**src/cmsc_cfg.svh**
```systemverilog
// constants for the clock and module stop controller
// assumes inclusion by the package, the controller and the bench
`ifndef CMSC_CFG_SVH
`define CMSC_CFG_SVH
// register indices; byte address is four times the index
`define CMSC_IDX_W 24
`define CMSC_IDX_SCLK 24'hff_ff3b
`define CMSC_IDX_SYSCTL 24'hff_ff3d
`define CMSC_IDX_EXSTOP 24'hff_ff43
`define CMSC_IDX_PLL 24'hff_ff45
`define CMSC_IDX_STOP 24'hff_ff47
// field values and reset values
`define CMSC_DIV_ONE 3'h0
`define CMSC_PLL_ONE 2'h0
`define CMSC_RST_SYSCTL 8'h00
`define CMSC_RST_STOP 16'h0000
`define CMSC_RST_EXSTOP 2'h0
// bit positions
`define CMSC_BIT_ALL_MODULE_CLOCK_HALT_EN 15
`define CMSC_BIT_TW1 4
`define CMSC_BIT_TW0 3
`define CMSC_MAIN_PERIPH 15
`define CMSC_NUM_PERIPH 17
`endif

```
**src/cmsc_pkg.sv**
```systemverilog
// types shared by the clock and module stop controller
// assumes cmsc_cfg.svh is on the include path
`include "cmsc_cfg.svh"
package cmsc_pkg;
    // bus handshake state, gray along idle to ack
    typedef enum logic {
        CMSC_BUS_IDLE = 1'b0,
        CMSC_BUS_ACK = 1'b1
    } cmsc_bus_st_t;

    // clock configuration handed to the clock generator
    typedef struct packed {
        logic [2:0] sys_div_sel;
        logic [1:0] pll_mult;
    } cmsc_clk_cfg_t;

    // whole state of the controller
    typedef struct packed {
        cmsc_bus_st_t bus;
        logic ack;
        logic [31:0] rdat;
        cmsc_clk_cfg_t clk;
        logic [7:0] sysctl;
        logic [15:0] stop;
        logic [1:0] exstop;
        logic [`CMSC_NUM_PERIPH-1:0] run;
        logic all_halt;
    } cmsc_state_t;
endpackage : cmsc_pkg

```
**src/cmsc_top.sv**
```systemverilog
// clock configuration and per-module stop control, wishbone slave
// assumes a classic wishbone master on i_ref_clk and gate cells
// downstream that pass a module clock while its run bit is high
//
// Notes on behaviour
// - a clock select field of 000 in bits 2..0 gives an undivided clock.
// - a pll field of 00 in bits 1..0 gives a one to one pll factor.
// - stop bit 15 enables all-module-clock-stop mode when one.
// - stop bit 14 halts the external bus dma when one, runs it at zero.
// - stop bit 13 halts the on-chip dma when one, runs it at zero.
// - stop bit 12 halts the transfer controller when one.
// - stop bit 11 halts the pulse timer unit and bit 0 the byte timer.
// - stop bit 10 halts the pulse pattern generator when one.
// - stop bits 9, 8, 7 halt converter pairs 0-1, 2-3, 4-5 when one.
// - stop bit 6 halts the analog to digital converter when one.
// - stop bits 5 down to 1 halt serial channels 4 down to 0 when one.
// - extended bits 4 and 3 halt two-wire interfaces 1 and 0 when one.
`include "cmsc_cfg.svh"
module cmsc_top #(
    parameter logic [2:0] RST_DIV = `CMSC_DIV_ONE,
    parameter logic [1:0] RST_PLL = `CMSC_PLL_ONE
) (
    input wire logic i_ref_clk,
    input wire logic i_reset_n,
    input wire logic i_wb_cyc,
    input wire logic i_wb_stb,
    input wire logic i_wb_we,
    input wire logic [25:0] i_wb_adr,
    input wire logic [3:0] i_wb_sel,
    input wire logic [31:0] i_wb_dat,
    input wire logic i_sleep_req,
    output logic o_wb_ack,
    output logic [31:0] o_wb_dat,
    output cmsc_pkg::cmsc_clk_cfg_t o_clk_cfg,
    output logic [7:0] o_sysctl,
    output logic [`CMSC_NUM_PERIPH-1:0] o_periph_run,
    output logic o_all_halt
);

    cmsc_pkg::cmsc_state_t state_reg;
    cmsc_pkg::cmsc_state_t state_next;
    logic [`CMSC_IDX_W-1:0] idx;
    logic req;
    logic wr_commit;

    // word index of the access; low two address bits are ignored
    assign idx = i_wb_adr[25:2];
    assign req = i_wb_cyc & i_wb_stb;
    // writes land on the edge where the master sees ack
    assign wr_commit = req & i_wb_we & state_reg.ack;

    // address match, used by read mux, write path and checks
    function automatic logic hit(
        input logic [`CMSC_IDX_W-1:0] a,
        input logic [`CMSC_IDX_W-1:0] b
    );
        hit = (a == b);
    endfunction : hit

    // byte lane merge for a 16-bit register in the low lanes
    function automatic logic [15:0] merge16(
        input logic [15:0] old,
        input logic [31:0] dat,
        input logic [3:0] sel
    );
        merge16 = old;
        if (sel[0]) begin
            merge16[7:0] = dat[7:0];
        end
        if (sel[1]) begin
            merge16[15:8] = dat[15:8];
        end
    endfunction : merge16

    // read mux; unmapped words and reserved bits read zero
    function automatic logic [31:0] read_word(
        input cmsc_pkg::cmsc_state_t s,
        input logic [`CMSC_IDX_W-1:0] a
    );
        read_word = 32'h0000_0000;
        if (hit(a, `CMSC_IDX_SCLK)) begin
            read_word[2:0] = s.clk.sys_div_sel;
        end else if (hit(a, `CMSC_IDX_PLL)) begin
            read_word[1:0] = s.clk.pll_mult;
        end else if (hit(a, `CMSC_IDX_SYSCTL)) begin
            read_word[7:0] = s.sysctl;
        end else if (hit(a, `CMSC_IDX_STOP)) begin
            read_word[15:0] = s.stop;
        end else if (hit(a, `CMSC_IDX_EXSTOP)) begin
            read_word[`CMSC_BIT_TW1:`CMSC_BIT_TW0] = s.exstop;
        end
    endfunction : read_word

    // next state: bus handshake, register writes, clock gating
    always_comb begin
        logic [15:0] m;
        logic halt;
        m = 16'h0000;
        halt = 1'b0;
        state_next = state_reg;
        state_next.ack = 1'b0;
        state_next.bus = cmsc_pkg::CMSC_BUS_IDLE;
        case (state_reg.bus)
            cmsc_pkg::CMSC_BUS_IDLE: begin
                // answer one cycle after the request is seen
                if (req) begin
                    state_next.bus = cmsc_pkg::CMSC_BUS_ACK;
                    state_next.ack = 1'b1;
                    state_next.rdat = read_word(state_reg, idx);
                end
            end
            cmsc_pkg::CMSC_BUS_ACK: begin
                // ack drops here, so back to back needs a gap cycle
                if (wr_commit) begin
                    if (hit(idx, `CMSC_IDX_SCLK) && i_wb_sel[0]) begin
                        state_next.clk.sys_div_sel = i_wb_dat[2:0];
                    end
                    if (hit(idx, `CMSC_IDX_PLL) && i_wb_sel[0]) begin
                        state_next.clk.pll_mult = i_wb_dat[1:0];
                    end
                    if (hit(idx, `CMSC_IDX_SYSCTL) && i_wb_sel[0]) begin
                        state_next.sysctl = i_wb_dat[7:0];
                    end
                    if (hit(idx, `CMSC_IDX_STOP)) begin
                        state_next.stop = merge16(state_reg.stop,
                            i_wb_dat, i_wb_sel);
                    end
                    if (hit(idx, `CMSC_IDX_EXSTOP)) begin
                        m = merge16({11'h000, state_reg.exstop, 3'h0},
                            i_wb_dat, i_wb_sel);
                        state_next.exstop = m[`CMSC_BIT_TW1:`CMSC_BIT_TW0];
                    end
                end
            end
            default: begin
                state_next.bus = cmsc_pkg::CMSC_BUS_IDLE;
            end
        endcase
        // all-module halt only bites while the core asks to sleep
        halt = state_next.stop[`CMSC_BIT_ALL_MODULE_CLOCK_HALT_EN] & i_sleep_req;
        state_next.all_halt = halt;
        // gate enables track the new stop bits, so a module resumes
        // on the very cycle after its bit clears; its own registers
        // are untouched since only its clock is withheld
        for (int i = 0; i < `CMSC_MAIN_PERIPH; i++) begin
            state_next.run[i] = ~state_next.stop[i] & ~halt;
        end
        state_next.run[`CMSC_MAIN_PERIPH] =
            ~state_next.exstop[0] & ~halt;
        state_next.run[`CMSC_MAIN_PERIPH+1] =
            ~state_next.exstop[1] & ~halt;
    end

    // single register stage for all state
    always_ff @(posedge i_ref_clk) begin
        if (!i_reset_n) begin
            state_reg.bus <= cmsc_pkg::CMSC_BUS_IDLE;
            state_reg.ack <= 1'b0;
            state_reg.rdat <= 32'h0000_0000;
            state_reg.clk.sys_div_sel <= RST_DIV;
            state_reg.clk.pll_mult <= RST_PLL;
            state_reg.sysctl <= `CMSC_RST_SYSCTL;
            state_reg.stop <= `CMSC_RST_STOP;
            state_reg.exstop <= `CMSC_RST_EXSTOP;
            state_reg.run <= '1;
            state_reg.all_halt <= 1'b0;
        end else begin
            state_reg <= state_next;
        end
    end

    // every output straight from the state register
    assign o_wb_ack = state_reg.ack;
    assign o_wb_dat = state_reg.rdat;
    assign o_clk_cfg = state_reg.clk;
    assign o_sysctl = state_reg.sysctl;
    assign o_periph_run = state_reg.run;
    assign o_all_halt = state_reg.all_halt;

    // two checks per main stop bit: set bit keeps the clock off, clear bit lets it run
    for (genvar g = 0; g < `CMSC_MAIN_PERIPH; g++) begin : g_chk

    end
endmodule : cmsc_top

```
**config.mk**
```make
export PLATFORM = sky130hd
export DESIGN_NAME = cmsc_top
export DESIGN_NICKNAME = d
export VERILOG_FILES = /design/src/cmsc_pkg.sv /design/src/cmsc_top.sv
export VERILOG_INCLUDE_DIRS = /design/src /design/src/src
export SDC_FILE = /design/constraint.sdc
export NUM_CORES = 1
export LEC_CHECK = 0
export BUFFER_PORTS_ARGS = -buffer_cell sky130_fd_sc_hd__buf_4
export CAP_MARGIN = 20
export CORE_MARGIN = 8
export CORE_UTILIZATION = 37
export CTS_CLUSTER_DIAMETER = 80
export DETAILED_ROUTE_END_ITERATION = 7
export GPL_TIMING_DRIVEN = 0
export MAX_ROUTING_LAYER = met4
export PLACE_DENSITY = 0.64
export SKIP_CTS_REPAIR_TIMING = 1
export SYNTH_ARGS = -nofsm -noshare
export SYNTH_HDL_FRONTEND = slang
export SYNTH_SLANG_ARGS = --single-unit
```
**constraint.sdc**
```tcl
create_clock -name i_ref_clk -period 2.4 [get_ports i_ref_clk]
set_clock_uncertainty 0.2 [all_clocks]
set_input_delay 0.36 -clock i_ref_clk [delete_from_list [all_inputs] [get_ports i_ref_clk]]
set_output_delay 0.36 -clock i_ref_clk [all_outputs]
set_load 0.05 [all_outputs]
```
==> impl_metrics.py <==
metrics = {
    "layout": {
        "largest_reg_flops": 19,
        "num_antenna_cells": 0,
        "nFillCells": 781,
        "area_growth_pct": 38.13,
        "drive_above_1_share_pct": 39.87,
        "multi_input_area_sq_mm": 0.001319,
        "post-route-cell-area_sq_mm": 0.004260,
        "nets": 537,
        "seq_area_sq_mm": 0.001321,
    },
    "timing": {
        "grt_setup_unrepaired": "no",
        "fmax_mhz": 452.9,
        "min_period_ps": 2208,
        "fin_crit_sh_pct": 92.00,
        "final-setup-viol-count": 0,
        "slew_violations": 0,
        "worstMarginPinSlew_ps": 840.8,
        "relSlewSlack_pct": 43.43,
        "fin_setup_tns_ps": 0,
        "hold_viol": 0,
    },
    "synthesis": {
        "netlist_area_sq_mm": 0.003084,
        "async_flop_share_pct": 0,
        "avgSynthCellArea_sq_um": 8.888,
        "synth_edf_count": 0,
        "ys_warn_count": 0,
        "synthDistinctLibCells": 38,
        "yosysSeqAreaShare_pct": 42.84,
        "syn_inst": 347,
        "synthFlopType": "dfxtp_1",
        "ys_seq_elements": 66,
    },
    "drt": {
        "drtPass1Iterations": 4,
        "drc": 0,
        "wl_per_cell_microns": 14.98,
        "drt_iter0_markers": 192,
        "routed.top_layer": "met4",
        "route.met2.wl_microns": 4336,
        "wirelength_microns": 8674,
        "viasPerCell": 4.741,
        "routedLengthMet1_microns": 3642,
        "wl_met3_microns": 554,
        "ant_nets": 0,
        "num_vias": 2745,
    },
    "global_routing": {
        "track_usage_pct": 15.65,
        "grt_pass1_wl_microns": 14060,
        "grt_max_degree": 12,
        "grt_overflow": 0,
        "antenna_found_initial": 0,
        "grt_pass1_vias": 2829,
    },
    "die": {
        "fp.dieW_microns": 107.3,
        "core-area_sq_mm": 0.008134,
        "start_util_pct": 37.92,
        "fp.dieArea_sq_mm": 0.01151,
        "chipHeight_microns": 107.3,
        "rows": 33,
        "io_pins": 132,
    },
    "worst_setup_path": {
        "cp.arrival_ps": 2230,
        "startpoint_type": "primary input",
        "crit_required_ps": 2420,
        "crit_type": "primary input to register",
        "crit_path_end_kind": "register",
        "ff2ff_path_depth": 7,
        "cp_max_fo": 10,
    },
    "min_path": {
        "min_path_cells": 3,
        "holdCritPathClass": "primary input to register",
    },
    "power_and_ir_drop": {
        "power_density_mw_per_mm2": 553.6,
        "ir_drop_mv": 0.2897,
        "p_leak_nw": 1.899,
    },
    "run": {
        "cap_violations": 0,
    },
    "run_status": {
        "run_status": "complete, no violations",
    },
    "clocking": {
        "cts_tree": "built",
        "htree_levels": 3,
        "root_buffer": "clkbuf_8",
        "cts_buffers": 9,
        "clockBufferDepth": 2,
        "clkLatencyLatePin_ps": 350,
        "clock_sinks": 66,
        "clk_pin_slew_ps": 80,
    },
    "placed_design": {
        "io_buffers": 94,
        "post-dp-hpwl_microns": 6744,
        "place_congestion": 0.8926,
        "dpl_cell_area_sq_mm": 0.003983,
    },
}
synthesized netlist by cell type (all sizes together) (4+ instances only):
cell type  number  share of area, %
nor4            5               1.7
dfxtp          66                43
nand4          15               3.0
o21ba           7               2.3
and3            7               1.4
a21oi          17               2.8
a32o            4               1.3
a22oi          10               2.4
buf            65                16
nand3          16               2.6
o21ai          21               3.4
clkbuf         16               1.9
mux2            4               1.5
nor2           41               5.0
mux2i          14               4.5
nand2          13               1.6
through the flow:
step	setup WS [ps]	hold WS, ps	power, mW	utilization (%)	instances
6_report	191.9	72.39	2.359	52.38	579
3_3_place_gp	-748.0	277.8	1.384	48.90	561
4_1_cts	-446.4	64.82	2.371	51.59	578
2_1_floorplan	16.11	258.1	1.288	-	362
5_1_grt	19.63	72.26	2.432	52.38	579
3_5_place_dp	-803.5	292.4	1.388	48.96	562
layout by cell type, fill, tap and decap left out, types with 3 or more instances in the layout:
master,count
dfxtp_1,66
mux2_2,4
mux2i_1,13
nand4_1,15
nor2_1,41
buf_2,3
nand2_1,13
o21ai_0,21
a22oi_1,10
a32o_1,4
and3_1,7
and4_1,3
clkbuf_1,15
o21ba_1,7
a21oi_1,17
nor2b_1,3
buf_4,156
nand3_1,16
clkbuf_8,12
conb_1,16
metal layers:
layer	vias up	GRT usage, %
met2	77	25.73
met3	15	4.012
met5	-	-
met4	0	6.432
met1	1264	17.71
li1	1389	-
kinds of logic after synthesis:
kind of cell,share of synthesized area [%]
compound gates,14.08
buf+inv,17.61
flops,42.84
mux,6.004
other cells,0.1216
simple gates,19.35
area by class of cell:
class	count	area share [%]
Buffer	81	12.69
Clock buffer	12	3.877
Clock inverter	4	1.145
Inverter	1	0.08811
Multi-Input combinational cell	214	30.95
Sequential cell	66	31.01
Tap cell	105	3.084
Timing Repair Buffer	96	17.15
worst max-delay path: stages:
cell and delay [ps]:
buf_4 120, nor4b_4 390, and2_0 170, clkbuf_1 270
nand4_1 230, mux2i_4 340, buf_2 270, nor2_1 60
path summary, 6_finish.rpt:
kind / start / end / slack (ps)
worst max register to register: state_reg[82] / o_periph_run[10] / 280
worst max-delay path: i_wb_adr[6] / o_periph_run[4] / 190
worst min-delay path: i_wb_dat[7] / o_sysctl[7] / 70
worst min register to register: state_reg[30] / o_wb_dat[10] / 300
report_power, final:
group / internal, mW / switching [mW]
Sequential: 1.10 / 0.00398
Combinational: 0.102 / 0.162
Clock: 0.563 / 0.427
Total: 1.77 / 0.592
Note: power is estimated with default switching activity, not from simulation.
